==> src/zcd_defs.svh <==
/*
 * Register offsets, field positions and reset values of the zero-cross detector registers.
 * Assumes inclusion by bare name from the design files.
 */
`ifndef ZCD_DEFS_SVH
`define ZCD_DEFS_SVH

`define ZCD_ADDR_W           2
`define ZCD_OFF_CONTROL      2'h0
`define ZCD_OFF_RESERVED     2'h1
`define ZCD_OFF_EDGE_CTRL    2'h2
`define ZCD_OFF_STATUS       2'h3

`define ZCD_BIT_ENABLE       0
`define ZCD_BIT_INVERT       3
`define ZCD_BIT_PIN_OE       6
`define ZCD_BIT_STANDBY_RUN  7
`define ZCD_BIT_CROSS_FLAG   0
`define ZCD_BIT_STATE        4

`define ZCD_RST_CONTROL      8'h00
`define ZCD_RST_EDGE_CTRL    8'h00
`define ZCD_SYNC_STAGES      3

`endif

==> src/zcd_pkg.sv <==
/*
 * Types shared by the zero-cross detector register bank.
 * Assumes the defines header is compiled alongside.
 */
`default_nettype none

package zcd_pkg;

	typedef enum logic [1:0] {
		ZCD_EDGE_NONE,
		ZCD_EDGE_RISING,
		ZCD_EDGE_FALLING,
		ZCD_EDGE_BOTH
	} zcd_edge_mode_t;

	typedef struct packed {
		logic standby_run;
		logic pin_output_enable;
		logic invert;
		logic enable;
	} zcd_control_t;

	typedef enum logic [1:0] {
		ZCD_PWR_ACTIVE,
		ZCD_PWR_IDLE,
		ZCD_PWR_STANDBY,
		ZCD_PWR_DOWN
	} zcd_sleep_t;

endpackage : zcd_pkg

`default_nettype wire

==> src/zcd_sync.sv <==
/*
 * Multi-stage level synchronizer for the comparator output.
 * Assumes the input is a slowly changing asynchronous level.
 */
`default_nettype none

module zcd_sync #(
	parameter int STAGES = 3
) (
	input  wire logic clk_i,
	input  wire logic arst_n_i,
	input  wire logic d_i,
	output var  logic q_o
);

	logic [STAGES-1:0] chain_q;

	always_ff @(posedge clk_i or negedge arst_n_i) begin
		if (!arst_n_i) begin
			chain_q <= '0;
		end else begin
			chain_q <= {chain_q[STAGES-2:0], d_i};
		end
	end

	assign q_o = chain_q[STAGES-1];

endmodule : zcd_sync

`default_nettype wire

==> src/zcd_regs.sv <==
/*
 * Register bank, output path and cross flag of the zero-cross detector.
 * Assumes a one-cycle strobe bus master and a comparator output level input.
 */
`include "zcd_defs.svh"
`default_nettype none

module zcd_regs (
	input  wire logic                   clk_i,
	input  wire logic                   arst_n_i,
	input  wire logic [`ZCD_ADDR_W-1:0] addr_i,
	input  wire logic [7:0]             wdata_i,
	input  wire logic                   wr_i,
	input  wire logic                   rd_i,
	output var  logic [7:0]             rdata_o,
	input  wire logic                   comp_out_i,
	input  wire zcd_pkg::zcd_sleep_t    sleep_i,
	output var  logic                   pin_out_o,
	output var  logic                   pin_oe_n_o,
	output var  logic                   event_out_o,
	output var  logic                   irq_o
);

	////////////////////////////////////////////////////////////////////////////
	zcd_pkg::zcd_control_t    ctrl_q;
	zcd_pkg::zcd_edge_mode_t  mode_q;
	logic                     flag_q;
	logic                     sync_raw;
	logic                     prev_q;
	logic                     active;
	logic                     out_now;
	logic                     rise;
	logic                     fall;
	logic                     edge_hit;
	logic                     clr_wr;
	logic                     flag_d;
	zcd_pkg::zcd_edge_mode_t  mode_d;

	// Reset images of the writable registers
	localparam logic [7:0] CTRL_RST = `ZCD_RST_CONTROL;
	localparam logic [7:0] EDGE_RST = `ZCD_RST_EDGE_CTRL;

	function automatic logic reg_hit(input logic [`ZCD_ADDR_W-1:0] a,
	                                  input logic [`ZCD_ADDR_W-1:0] off);
		reg_hit = (a == off);
	endfunction : reg_hit

	////////////////////////////////////////////////////////////////////////////
	// Register writes
	always_ff @(posedge clk_i or negedge arst_n_i) begin
		if (!arst_n_i) begin
			ctrl_q.enable            <= CTRL_RST[`ZCD_BIT_ENABLE];
			ctrl_q.invert            <= CTRL_RST[`ZCD_BIT_INVERT];
			ctrl_q.pin_output_enable <= CTRL_RST[`ZCD_BIT_PIN_OE];
			ctrl_q.standby_run       <= CTRL_RST[`ZCD_BIT_STANDBY_RUN];
		end else if (wr_i && reg_hit(addr_i, `ZCD_OFF_CONTROL)) begin
			ctrl_q.enable            <= wdata_i[`ZCD_BIT_ENABLE];
			ctrl_q.invert            <= wdata_i[`ZCD_BIT_INVERT];
			ctrl_q.pin_output_enable <= wdata_i[`ZCD_BIT_PIN_OE];
			ctrl_q.standby_run       <= wdata_i[`ZCD_BIT_STANDBY_RUN];
		end
	end

	always_ff @(posedge clk_i or negedge arst_n_i) begin
		if (!arst_n_i) begin
			mode_q <= zcd_pkg::zcd_edge_mode_t'(EDGE_RST[1:0]);
		end else if (wr_i && reg_hit(addr_i, `ZCD_OFF_EDGE_CTRL)) begin
			mode_q <= zcd_pkg::zcd_edge_mode_t'(wdata_i[1:0]);
		end
	end

	// Mode as it will stand after this edge
	assign mode_d = (wr_i && reg_hit(addr_i, `ZCD_OFF_EDGE_CTRL)) ?
		zcd_pkg::zcd_edge_mode_t'(wdata_i[1:0]) : mode_q;

	////////////////////////////////////////////////////////////////////////////
	// Activity from enable and sleep mode
	always_comb begin
		case (sleep_i)
			zcd_pkg::ZCD_PWR_ACTIVE:  active = ctrl_q.enable;
			zcd_pkg::ZCD_PWR_IDLE:    active = ctrl_q.enable;
			zcd_pkg::ZCD_PWR_STANDBY: active = ctrl_q.enable && ctrl_q.standby_run;
			zcd_pkg::ZCD_PWR_DOWN:    active = 1'b0;
			default:                  active = 1'b0;
		endcase
	end

	standby_stop_a: assert property (@(posedge clk_i) disable iff (!arst_n_i)
		(sleep_i == zcd_pkg::ZCD_PWR_STANDBY && !ctrl_q.standby_run) |-> !out_now)
		else $error("running in standby");
	standby_alive_a: assert property (@(posedge clk_i) disable iff (!arst_n_i)
		(sleep_i == zcd_pkg::ZCD_PWR_STANDBY && ctrl_q.enable && ctrl_q.standby_run)
		|-> out_now == (sync_raw ^ ctrl_q.invert)) else $error("stopped in standby");

	zcd_sync #(
		.STAGES (`ZCD_SYNC_STAGES)
	) u_sync (
		.clk_i    (clk_i),
		.arst_n_i (arst_n_i),
		.d_i      (comp_out_i),
		.q_o      (sync_raw)
	);

	assign out_now = active & (sync_raw ^ ctrl_q.invert);

	sync_delay_a: assert property (@(posedge clk_i) disable iff (!arst_n_i)
		(sleep_i == zcd_pkg::ZCD_PWR_ACTIVE && ctrl_q.enable && !ctrl_q.invert)[*4]
		|-> out_now == $past(comp_out_i, 3)) else $error("state delay wrong");

	always_ff @(posedge clk_i or negedge arst_n_i) begin
		if (!arst_n_i) begin
			prev_q <= 1'b0;
		end else begin
			prev_q <= out_now;
		end
	end

	once_only_a: assert property (@(posedge clk_i) disable iff (!arst_n_i)
		edge_hit |=> prev_q == $past(out_now)) else $error("edge repeated");

	assign rise = out_now & ~prev_q;
	assign fall = ~out_now & prev_q;

	always_comb begin
		case (mode_q)
			zcd_pkg::ZCD_EDGE_NONE:    edge_hit = 1'b0;
			zcd_pkg::ZCD_EDGE_RISING:  edge_hit = rise;
			zcd_pkg::ZCD_EDGE_FALLING: edge_hit = fall;
			zcd_pkg::ZCD_EDGE_BOTH:    edge_hit = rise | fall;
			default:                   edge_hit = 1'b0;
		endcase
	end

	no_mode_a: assert property (@(posedge clk_i) disable iff (!arst_n_i)
		(mode_q == zcd_pkg::ZCD_EDGE_NONE && !flag_q) |=> !flag_q)
		else $error("flag set with mode none");

	////////////////////////////////////////////////////////////////////////////
	// Cross flag, set wins over clear
	assign clr_wr = wr_i && reg_hit(addr_i, `ZCD_OFF_STATUS) && wdata_i[`ZCD_BIT_CROSS_FLAG];

	always_ff @(posedge clk_i or negedge arst_n_i) begin
		if (!arst_n_i) begin
			flag_q <= 1'b0;
		end else if (edge_hit) begin
			flag_q <= 1'b1;
		end else if (clr_wr) begin
			flag_q <= 1'b0;
		end
	end

	// Next flag value, so the request follows the flag without a lag
	assign flag_d = edge_hit | (flag_q & ~clr_wr);

	flag_sets_a: assert property (@(posedge clk_i) disable iff (!arst_n_i)
		edge_hit |=> flag_q) else $error("cross flag not set by edge");
	zero_write_a: assert property (@(posedge clk_i) disable iff (!arst_n_i)
		(flag_q && !edge_hit && wr_i && reg_hit(addr_i, `ZCD_OFF_STATUS)
		&& !wdata_i[`ZCD_BIT_CROSS_FLAG]) |=> flag_q) else $error("zero write changed flag");
	one_clear_a: assert property (@(posedge clk_i) disable iff (!arst_n_i)
		(clr_wr && !edge_hit) |=> !flag_q) else $error("one write did not clear");

	////////////////////////////////////////////////////////////////////////////
	// Outputs
	always_ff @(posedge clk_i or negedge arst_n_i) begin
		if (!arst_n_i) begin
			irq_o       <= 1'b0;
			pin_out_o   <= 1'b0;
			pin_oe_n_o  <= 1'b1;
			event_out_o <= 1'b0;
		end else begin
			irq_o       <= (mode_d != zcd_pkg::ZCD_EDGE_NONE) && flag_d;
			pin_out_o   <= out_now;
			pin_oe_n_o  <= !(active && ctrl_q.pin_output_enable);
			event_out_o <= out_now;
		end
	end

	irq_follow_a: assert property (@(posedge clk_i) disable iff (!arst_n_i)
		irq_o == ((mode_q != zcd_pkg::ZCD_EDGE_NONE) && flag_q)) else $error("irq mismatch");
	disabled_quiet_a: assert property (@(posedge clk_i) disable iff (!arst_n_i)
		(!ctrl_q.enable) |=> !pin_out_o && pin_oe_n_o) else $error("off but driving");
	powerdown_off_a: assert property (@(posedge clk_i) disable iff (!arst_n_i)
		(sleep_i == zcd_pkg::ZCD_PWR_DOWN) |=> pin_oe_n_o && !pin_out_o)
		else $error("pin on in power-down");
	pin_enable_a: assert property (@(posedge clk_i) disable iff (!arst_n_i)
		(active && ctrl_q.pin_output_enable) |=> !pin_oe_n_o) else $error("pin not driven");
	pin_follow_a: assert property (@(posedge clk_i) disable iff (!arst_n_i)
		1'b1 |=> pin_out_o == $past(out_now) && event_out_o == $past(out_now))
		else $error("pin or event path wrong");

	always_ff @(posedge clk_i or negedge arst_n_i) begin
		if (!arst_n_i) begin
			rdata_o <= 8'h00;
		end else if (rd_i) begin
			case (addr_i)
				`ZCD_OFF_CONTROL:   rdata_o <= {ctrl_q.standby_run, ctrl_q.pin_output_enable,
				                                2'b00, ctrl_q.invert, 2'b00, ctrl_q.enable};
				`ZCD_OFF_RESERVED:  rdata_o <= 8'h00;
				`ZCD_OFF_EDGE_CTRL: rdata_o <= {6'h00, mode_q};
				`ZCD_OFF_STATUS:    rdata_o <= {3'h0, out_now, 3'h0, flag_q};
				default:            rdata_o <= 8'h00;
			endcase
		end else begin
			rdata_o <= 8'h00;
		end
	end

	status_read_a: assert property (@(posedge clk_i) disable iff (!arst_n_i)
		(rd_i && reg_hit(addr_i, `ZCD_OFF_STATUS))
		|=> rdata_o == {3'h0, $past(out_now), 3'h0, $past(flag_q)}) else $error("status read wrong");

endmodule : zcd_regs

`default_nettype wire

==> config.mk <==
export PLATFORM = sky130hd
export DESIGN_NAME = zcd_regs
export DESIGN_NICKNAME = d
export VERILOG_FILES = /design/src/zcd_pkg.sv /design/src/zcd_sync.sv /design/src/zcd_regs.sv
export VERILOG_INCLUDE_DIRS = /design/src
export SDC_FILE = /design/constraint.sdc
export NUM_CORES = 1
export LEC_CHECK = 0
export ABC_CLOCK_PERIOD_IN_PS = 2200
export BUFFER_PORTS_ARGS = -buffer_cell sky130_fd_sc_hd__buf_4
export CAP_MARGIN = 20
export CORE_MARGIN = 2
export CORE_UTILIZATION = 46
export DETAILED_ROUTE_END_ITERATION = 6
export GPL_TIMING_DRIVEN = 0
export PLACE_DENSITY = 0.82
export SYNTH_ARGS = -nofsm -noshare
export SYNTH_HDL_FRONTEND = slang
export SYNTH_SLANG_ARGS = --single-unit
export TNS_END_PERCENT = 20
==> constraint.sdc <==
create_clock -name clk_i -period 2.2 [get_ports clk_i]
set_input_delay 0.33 -clock clk_i [delete_from_list [all_inputs] [get_ports clk_i]]
set_output_delay 0.33 -clock clk_i [all_outputs]
set_load 0.005 [all_outputs]
==> results of run 1 <==
## power by group through the flow
stage	Clock (mW)	Sequential (mW)	Combinational [mW]
2_1_floorplan	0	0.433	0.0879
5_1_grt	0.192	0.437	0.184
3_5_place_dp	0	0.439	0.166
6_report	0.168	0.431	0.165
4_1_cts	0.175	0.432	0.168
3_3_place_gp	0	0.435	0.161
## stage by stage
| stage | power, mW | utilization (%) | hold WS, ns | cells |
|---|---|---|---|---|
| 3_3_place_gp | 0.596 | 62.8 | 0.207 | 98 |
| 6_report | 0.765 | 65.2 | 0.143 | 103 |
| 2_1_floorplan | 0.520 | - | 0.0344 | 59 |
| 4_1_cts | 0.774 | 65.2 | 0.135 | 103 |
| 3_5_place_dp | 0.605 | 62.8 | 0.212 | 98 |
| 5_1_grt | 0.813 | 65.2 | 0.119 | 103 |
## synth_stat cells (2+ instances only)
master    n
and3_1    3
ha_1      2
inv_1     3
mux2_2    4
buf_4     3
dfrtp_1  18
nand2_1   3
mux2_4    2
## layout make-up
type,instances,area [sq um],share of cell area (%)
inverters,3,11.3,1.11
flip-flops and latches,19,477,46.9
plain buffers,3,22.5,2.22
multi-input cells,34,277,27.2
clock buffers,4,26.3,2.59
well taps,16,20.0,1.97
repair buffers,24,183,18.0
## registers in the layout, summed over array words and instances (netlist names)
register / cells
rdata_o: 6
ctrl_q: 4
u_sync.chain_q: 3
mode_q: 2
event_out_o: 1
flag_q: 1
irq_o: 1
pin_oe_n_o: 1
## cells by family (layout without fill, tap and decap cells)
group	Yosys count	count (layout)
adders and majority gates	2	2
AOI/OAI and AO/OA	5	5
buffers and inverters	6	34
muxes	7	7
xor gates and xnor gates	1	1
other	1	2
DFF	19	19
and+or+nand+nor	17	17
## cell usage in the layout, fill, tap and decap left out
| master | count |
|---|---|
| and2_1 | 1 |
| nand2b_1 | 1 |
| and4b_1 | 1 |
| inv_1 | 3 |
| xnor2_1 | 1 |
| a2bb2oi_1 | 1 |
| and2_4 | 1 |
| clkbuf_4 | 3 |
| buf_4 | 26 |
| and3_1 | 3 |
| dlygate4sd3_1 | 1 |
| clkbuf_1 | 1 |
| nand2_1 | 3 |
| nand3b_1 | 1 |
| and4_1 | 1 |
| o21ai_0 | 1 |
| or2_2 | 1 |
| nand3b_2 | 1 |
| nand3_1 | 1 |
| a211oi_2 | 1 |
| a21oi_1 | 1 |
| ha_1 | 2 |
| mux2i_1 | 1 |
| nor2_1 | 1 |
| conb_1 | 2 |
| mux2_2 | 4 |
| dfstp_2 | 1 |
| dfrtp_1 | 18 |
| nand4_1 | 1 |
| a32oi_1 | 1 |
| mux2_4 | 2 |
## critical path, stage by stage (launching register included)
cell and delay (ns):
dfrtp_1 0.41, xnor2_1 0.14, a211oi_2 0.32, inv_1 0.08
ha_1 0.18, or2_2 0.26, a32oi_1 0.25, a2bb2oi_1 0.10
## what timing repair did
item	4_1_cts	5_1_grt
endpoints found under the hold margin	18	0
endpoints found under the setup margin	0	0
hold buffers	1	0
## final timing paths
check | depth (start not counted) | endpoint
setup reg to reg | 7 | irq_o
hold reg to reg | 0 | u_sync.chain_q[2]
min in group asynchronous | 2 | rdata_o[6]
hold / removal | 1 | u_sync.chain_q[0]
max in group asynchronous | 2 | pin_oe_n_o
setup / recovery | 7 | irq_o
## per-layer routing
metal / vias to the layer above / global-route usage, % / routed length, um
met1: 240 / 18.7 / 570
met3: 2 / 2.40 / 37
li1: 254 / - / -
met4: 0 / 8.82 / 25
met2: 13 / 23.1 / 622
met5: - / 0 / 0
==> flow_summary.yaml, run 1 <==
sta:
  period_share_pct: 84.2
  maxSlewViolCount: 0
  rsz0062_at_grt: "no"
  setup_violations: 0
  fmax_mhz: 540
  hold_viol: 0
  fin_skew_ns: 0.00223
  fin_crit_ns: 1.85
  fin_ws_ns: 0.348
  setup_tns_ns: 0
critical_path:
  arrival_ns: 2.02
  r2r_start: "ctrl_q[1]"
  rrSetupSlack_ns: 0.35
  path_max_fanout: 4
  required_ns: 2.37
  crit_type: "register to register"
  cp-end-kind: "register"
  startpoint: "ctrl_q[1]"
  startpoint_type: "register"
floorplan:
  core_sq_um: 1560
  die_w_um: 45.3
  rows: 14
  die_h_um: 45.3
  start_util_pct: 50.2
  dieArea_sq_um: 2050
  ios: 29
synthesis:
  async_reset_ff_share_pct: 100
  yosysTopAreaCell: "dfrtp_1"
  seq_area_frac_synth_pct: 60.9
  yosysWarnings: 0
  synth.area.mux_share_pct: 10.9
  synth.distinct_cells: 28
  synthSimpleGateAreaFrac_pct: 14.1
  synth_xor_area_share_pct: 1.12
  synth_top_family_by_area: "simple AND/OR/NAND/NOR gates"
  syn-cell-area_sq_um: 783
  synth_edf_count: 0
  synthAdderAreaFrac_pct: 3.19
  ys.flop_type: "dfrtp_1"
  synth_top_area_share_pct: 57.5
  synthCells: 58
  syn_avg_cell_area_sq_um: 13.5
  synth-seq-cells: 19
  synth_compound_area_share_pct: 5.11
  synth_area_leaders: "dfrtp_1 58%, mux2_2 5.8%, mux2_4 3.8%, dfstp_2 3.4%, ha_1 3.2%"
cts:
  cts_buffer_depth: 2
  numCtsBuffers: 3
  cts_tree: "done"
  cts_setup_buffers: 0
  cts_resized: 0
  clk_latency_ns: 0.28
  path_clk_slew_ns: 0.10
  htreeDepth: 1
  cts_sinks: 19
  cts_root_buf: "clkbuf_4"
run_status:
  status: "complete, no violations"
min_path:
  min_from: "comp_out_i"
  min_path_type: "input pin to register"
place:
  io_buffers: 23
  place_hpwl_um: 966
  globalplace.congestion: 0.771
  postPlaceCellArea_sq_um: 980
  dp_slack_ns: 0.263
cells_and_area:
  syn2layout_area_growth_pct: 29.7
  antenna_cells: 0
  fin_nets: 107
  n_fill_cell: 118
  drive_above_1_share_pct: 46.0
  fin_area_sq_um: 1020
global_routing:
  grt_pass1_wl_um: 2130
  track_usage_pct: 14.6
  grt_overflow: 0
  grt_antenna_before_repair: 0
  grt_max_degree: 20
  grt_pass1_vias: 498
detailed_routing:
  first_pass_iters: 2
  viasPerCell: 4.94
  drt_iter0_drc: 5
  ant_nets: 0
  routed_wl_um: 1260
  drc: 0
  vias: 509
  routedWlPerCell_um: 12.2
power_and_ir_drop:
  swShare_pct: 25.3
  p_leak_nw: 0.521
  seq_power_share_pct: 56.4
  pwr-share-comb_pct: 21.6
  p_int_mw: 0.571
  powerDensity_nw_per_um2: 753
  clkPwrFrac_pct: 22.0
  power_switching_mw: 0.193
  vdd_drop_max_mv: 0.438
job:
  max-cap-violations: 0
(Power assumes the default switching activity.)
==> run 2, diff against run 1 <==
Settings changed: ABC_AREA set to 1, ABC_CLOCK_PERIOD_IN_PS 2200 to 1600, CORE_UTILIZATION 46 to 42, PLACE_DENSITY 0.82 to 0.79.
Clock period 2.2 ns to 1.6 ns, I/O delays scaled along.
==> run 2 against run 1 <==
Effect of this change: setup slack got worse by 0.21 ns; via count rose by 24%; global-route usage is 1.2 points higher; first-iteration DRC count grew 40%; sequential share of layout area down 2.3 points; cell count is 34% higher; register-to-register slack worse by 0.21 ns.
==> flow_summary.yaml, run 2 <==
run_status:
  status: "complete, no violations"
min_path:
  min_path_type: "input pin to register"
synthesis:
  yosysWarnings: 0
  syn_avg_cell_area_sq_um: 9.44
  seq_area_frac_synth_pct: 59.4
  yosys-top-cells-count: "18 x dfrtp_1, 14 x nand2_1, 12 x nor2_1, 10 x inv_1, 6 x nand3_1"
  synth_edf_count: 0
  yosysTopAreaCell: "dfrtp_1"
  ys.flop_type: "dfrtp_1"
  synth.most_common_cell: "dfrtp_1"
  synth.distinct_cells: 19
  async_reset_ff_share_pct: 100
  synth-seq-cells: 19
  synth_area_leaders: "dfrtp_1 56%, nand2_1 6.6%, nor2_1 5.6%, inv_1 4.7%, nand3_1 3.7%"
  syn-cell-area_sq_um: 802
  synth_top_area_share_pct: 56.2
  synthCells: 85
detailed_routing:
  first_pass_iters: 2
  drc: 0
  vias: 632
  ant_nets: 0
  drt_iter0_drc: 7
  routedWlPerCell_um: 10.4
  routed_wl_um: 1440
  viasPerCell: 4.58
critical_path:
  rrSetupSlack_ns: 0.14
  required_ns: 1.80
  cp-end-kind: "register"
  r2r_start: "ctrl_q[1]"
  rr_worst_depth: 9
  rr_endpoint: "irq_o"
  startpoint_type: "register"
  arrival_ns: 1.66
  crit_type: "register to register"
  crit_path_end: "irq_o"
  path_max_fanout: 3
  startpoint: "ctrl_q[1]"
cts:
  clk_latency_ns: 0.30
  htreeDepth: 1
  path_clk_slew_ns: 0.11
  cts_tree: "done"
  numCtsBuffers: 3
  cts_buffer_depth: 2
  cts_sinks: 19
  cts_root_buf: "clkbuf_4"
  cts_setup_buffers: 0
sta:
  period_share_pct: 91.2
  hold_viol: 0
  setup_tns_ns: 0
  maxSlewViolCount: 0
  fmax_mhz: 685
  fin_skew_ns: 0.00559
  rsz0062_at_grt: "no"
  setup_violations: 0
  holdWs_ns: 0.0365
  fin_crit_ns: 1.46
cells_and_area:
  drive_above_1_share_pct: 37.2
  n_fill_cell: 160
  mostFrequentLayoutCells: "25 x buf_4, 18 x dfrtp_1, 14 x nand2_1, 12 x nor2_1, 8 x inv_1"
  antenna_cells: 0
  final_common_cell: "buf_4"
  multi_input_area_sq_um: 287
  fin_cells: 138
  largestRegisters: "rdata_o: 6 flops, ctrl_q: 4 flops, u_sync.chain_q: 3 flops"
  regMostFlops: "rdata_o"
  largest_reg_flops: 6
  seqCellArea_sq_um: 477
  fin_nets: 133
  fin_area_sq_um: 1070
  syn2layout_area_growth_pct: 33.2
power_and_ir_drop:
  p_total_mw: 1.04
  power_switching_mw: 0.295
  swShare_pct: 28.5
  vdd_drop_max_mv: 0.490
  p_leak_nw: 0.552
  seq_power_share_pct: 55.5
  pwr-share-comb_pct: 21.0
  clkPwrFrac_pct: 23.4
  p_int_mw: 0.740
  powerDensity_nw_per_um2: 969
floorplan:
  dieArea_sq_um: 2280
  start_util_pct: 45.5
  rows: 15
  core_sq_um: 1760
  ios: 29
  die_w_um: 47.7
  die_h_um: 47.7
global_routing:
  grt_pass1_wl_um: 2370
  grt_max_degree: 20
  grt_antenna_before_repair: 0
  track_usage_pct: 15.8
  grt_overflow: 0
  grt_pass1_vias: 586
place:
  place_hpwl_um: 1080
  postPlaceCellArea_sq_um: 1000
  io_buffers: 22
  globalplace.congestion: 0.812
  dp.cells: 133
job:
  max-cap-violations: 0
## run 2: cell types whose count changed in the layout (fill, tap and decap cells not counted), sizes merged, moves of 3 or more
cell   change
nand2     +13
nor2      +12
inv        +8
mux2       -6
nand3      +6
a21oi      +4
and3       -3
## run 2: power groups by stage
stage          Combinational, mW  Clock, mW  Sequential, mW
3_5_place_dp               0.204          0           0.582
3_3_place_gp               0.198          0           0.577
4_1_cts                    0.208      0.249           0.572
5_1_grt                    0.252      0.272           0.585
2_1_floorplan              0.109          0           0.576
6_report                   0.218      0.243           0.575
## run 2: area by class of cell
| class | instances | share of cell area (%) |
|---|---|---|
| clock buffer | 3 | 2.11 |
| clock inverter | 1 | 0.703 |
| timing repair buffer | 23 | 16.4 |
| multi-input combinational | 52 | 26.8 |
| sequential | 19 | 44.6 |
| buffer | 4 | 2.58 |
| tap | 25 | 2.93 |
| inverter | 11 | 3.86 |
## run 2: stage by stage
stage	worst slack, ns	utilization (%)
2_1_floorplan	0.235	-
3_3_place_gp	0.0882	56.8
3_5_place_dp	0.0304	56.8
4_1_cts	0.0425	59.1
5_1_grt	0.00277	60.6
6_report	0.141	60.6
## run 2: logic make-up after synthesis
kind of cell    share of synthesized area [%]
simple gates                             22.9
flops                                    59.4
xor+xnor                                 1.09
other cells                             0.468
buf+inv                                  8.58
fa+ha+maj                                3.12
compound gates                           4.37
## run 2: layer usage
layer	part of all wire, %	vias to the layer above	track usage (%)
li1	-	317	-
met1	43	286	18.2
met4	3.3	0	9.73
met3	4.9	5	4.53
met5	0	-	0
met2	49	24	25.9
## run 2: how the worst min path moves through the flow
stage	endpoint	slack, ns	startpoint	cells after the start
floorplan	ctrl_q[0]	-0.06	arst_n_i	0
global placement	rdata_o[3]	0.12	arst_n_i	1
detailed placement	ctrl_q[3]	0.12	arst_n_i	1
CTS	u_sync.chain_q[0]	0.03	comp_out_i	1
global route	u_sync.chain_q[0]	0.02	comp_out_i	1
finish	u_sync.chain_q[0]	0.04	comp_out_i	1
## run 2: what timing repair did
item / 4_1_cts / 5_1_grt
endpoints found under the setup margin: 1 / 2
pin swaps: 0 / 6
cloned: 0 / 0
hold endpoints to repair: 18 / 0
hold buffers: 1 / 0
resized for setup: 1 / 6
## run 2: worst max-delay path, cell delays in order, from the launching register on
cell     delay (ns)
dfrtp_1        0.40
xor2_1         0.17
nand3_2        0.11
inv_2          0.06
ha_4           0.25
nand3_2        0.06
nand2_1        0.07
nor2_1         0.04
nor2_1         0.14
nor2_1         0.05
==> run 3, diff against run 2 <==
Settings changed: SYNTH_HIERARCHICAL set to 1.
==> run 3 against run 2 <==
Effect of this change: worst hold slack gained 0.017 ns; flip-flop and latch count is the same; die area is the same; synthesized cell count is the same; register-to-register slack lost 0.03 ns; routed wire length shrank 3.1%; non-clock buffer count grew 1; cell count grew 0.72%; critical path depth is the same; combinational power shrank 3%; setup slack lost 0.029 ns; largest power group unchanged.
==> flow_summary.yaml, run 3 <==
critical_path:
  critPathBufInv: 1
  path_max_fanout: 3
  r2r_start: "ctrl_q[1]"
  cp_common_cell: "nor2_1"
  required_ns: 1.79
  cp-end-kind: "register"
  rrSetupSlack_ns: 0.11
  crit_slowest_cell: "dfrtp_1"
  slowest_delay_ns: 0.41
  startpoint: "ctrl_q[1]"
  crit_path_end: "irq_o"
  crit_type: "register to register"
  crit_chain: "xor2_1 -> nand3_1 -> inv_1 -> ha_1 -> nand3_1 -> nand2_1 -> nor2_1 -> nor2_1 -> nor2_1"
  rr_endpoint: "irq_o"
  crit_cells: 9
  startpoint_type: "register"
  cp_top_family: "simple AND/OR/NAND/NOR gates"
  arrival_ns: 1.68
  rr_worst_depth: 9
synthesis:
  seq_area_frac_synth_pct: 59.4
  synth-seq-cells: 19
  synth.distinct_cells: 19
  syn-cell-area_sq_um: 802
  synth_edf_count: 0
  synth_xor_area_share_pct: 1.09
  synth.most_common_cell: "dfrtp_1"
  async_reset_ff_share_pct: 100
  synth_top_family_by_area: "simple AND/OR/NAND/NOR gates"
  synthSimpleGateAreaFrac_pct: 22.9
  synth_compound_area_share_pct: 4.37
  synthAdderAreaFrac_pct: 3.12
  yosysTopAreaCell: "dfrtp_1"
  synth.area.mux_share_pct: 0
  synth_area_leaders: "dfrtp_1 56%, nand2_1 6.6%, nor2_1 5.6%, inv_1 4.7%, nand3_1 3.7%"
  yosysWarnings: 6
  yosys-top-cells-count: "18 x dfrtp_1, 14 x nand2_1, 12 x nor2_1, 10 x inv_1, 6 x nand3_1"
  syn_avg_cell_area_sq_um: 9.44
  synth_top_area_share_pct: 56.2
  synthCells: 85
  ys.flop_type: "dfrtp_1"
global_routing:
  grt_antenna_before_repair: 0
  grt_max_degree: 20
  track_usage_pct: 15.0
  grt_overflow: 0
  grt_pass1_wl_um: 2260
  grt_pass1_vias: 560
floorplan:
  die_h_um: 47.7
  die_w_um: 47.7
  core_sq_um: 1760
  start_util_pct: 45.5
  ios: 29
  rows: 15
  dieArea_sq_um: 2280
sta:
  maxSlewViolCount: 0
  period_share_pct: 93.0
  setup_violations: 0
  fmax_mhz: 672
  fin_skew_ns: 0.00618
  hold_viol: 0
  fin_crit_ns: 1.49
cts:
  clk_latency_ns: 0.29
  htreeDepth: 1
  cts_root_buf: "clkbuf_4"
  cts_buffer_depth: 2
  path_clk_slew_ns: 0.10
  cts_tree: "done"
  cts_sinks: 19
  numCtsBuffers: 3
power_and_ir_drop:
  vdd_drop_max_mv: 0.570
  powerDensity_nw_per_um2: 966
  p_leak_nw: 0.558
cells_and_area:
  syn2layout_area_growth_pct: 30.9
  final_common_cell: "buf_4"
  regMostFlops: "rdata_o"
  drive_above_1_share_pct: 33.3
  n_fill_cell: 166
  antenna_cells: 0
  largest_reg_flops: 6
  largestRegisters: "rdata_o: 6 flops, ctrl_q: 4 flops, u_sync/chain_q: 3 flops"
  fin_cells: 139
  fin_nets: 134
  final_util_pct: 59.5
  fin_area_sq_um: 1050
  mostFrequentLayoutCells: "26 x buf_4, 18 x dfrtp_1, 14 x nand2_1, 12 x nor2_1, 9 x inv_1"
detailed_routing:
  routedWlPerCell_um: 10.1
  drc: 0
  ant_nets: 0
  routed_wl_um: 1400
  viasPerCell: 4.47
  first_pass_iters: 4
  vias: 621
  drt_iter0_drc: 4
run_status:
  status: "complete, no violations"
place:
  globalplace.congestion: 0.805
  place_hpwl_um: 1060
  dp.cells: 133
  io_buffers: 22
  postPlaceCellArea_sq_um: 1000
job:
  max-cap-violations: 0
min_path:
  min_from: "comp_out_i"
  min_path_type: "input pin to register"
  holdPathStages: 1
run 3: cell types whose count changed after synthesis:
cell,change
o21ai_1,+2
o21ai_0,-2
run 3: worst min path at each step:
stage / to / slack (ns)
6_report: u_sync/chain_q[0] / 0.05
5_1_grt: u_sync/chain_q[0] / 0.04
4_1_cts: u_sync/chain_q[0] / 0.04
3_5_place_dp: ctrl_q[3] / 0.12
3_3_place_gp: rdata_o[3] / 0.12
2_1_floorplan: ctrl_q[0] / -0.06
run 3: area by class of cell:
| type | instances | area (sq um) | area share (%) |
|---|---|---|---|
| Buffer | 4 | 27.5 | 2.62 |
| Clock buffer | 4 | 26.3 | 2.50 |
| Multi-Input combinational cell | 52 | 264 | 25.1 |
| Sequential cell | 19 | 477 | 45.4 |
| Timing Repair Buffer | 24 | 183 | 17.4 |
| Inverter | 11 | 41.3 | 3.93 |
| Tap cell | 25 | 31.3 | 2.98 |
run 3: kinds of logic (layout without fill, tap and decap cells):
kind of cell,Yosys count,after routing
buf+inv,15,43
fa+ha+maj,2,2
compound gates,7,7
flops,19,19
xor+xnor,1,1
simple gates,40,40
other cells,1,2
run 3: what timing repair did:
action                                  4_1_cts  5_1_grt
hold buffers                                  1        0
endpoints found under the setup margin        0        2
gates resized for setup                       0        2
endpoints found under the hold margin        18        0
setup buffers                                 0        1
run 3: metrics by stage:
stage | power (mW) | setup TNS (ns) | hold slack, ns | setup slack [ns]
after CTS | 1.02 | 0 | 0.0436 | 0.0922
after detailed placement | 0.786 | 0 | 0.119 | 0.106
after global placement | 0.776 | 0 | 0.117 | 0.130
after global routing | 1.08 | -0.00515 | 0.0363 | -0.00515
after floorplan | 0.685 | 0 | -0.0556 | 0.256
final | 1.01 | 0 | 0.0533 | 0.111
run 3: where the power goes:
group / total, mW / internal, mW / switching [mW]
sequential: 0.573 / 0.539 / 0.0346
clock: 0.230 / 0.0969 / 0.133
combinational: 0.211 / 0.105 / 0.106
total: 1.01 / 0.741 / 0.274
run 3: metal layers:
layer  GRT usage [%]  routed length, um
met5               0                  0
met4            9.73                 31
met3            4.53                 95
met2            22.9                633
met1            18.3                636
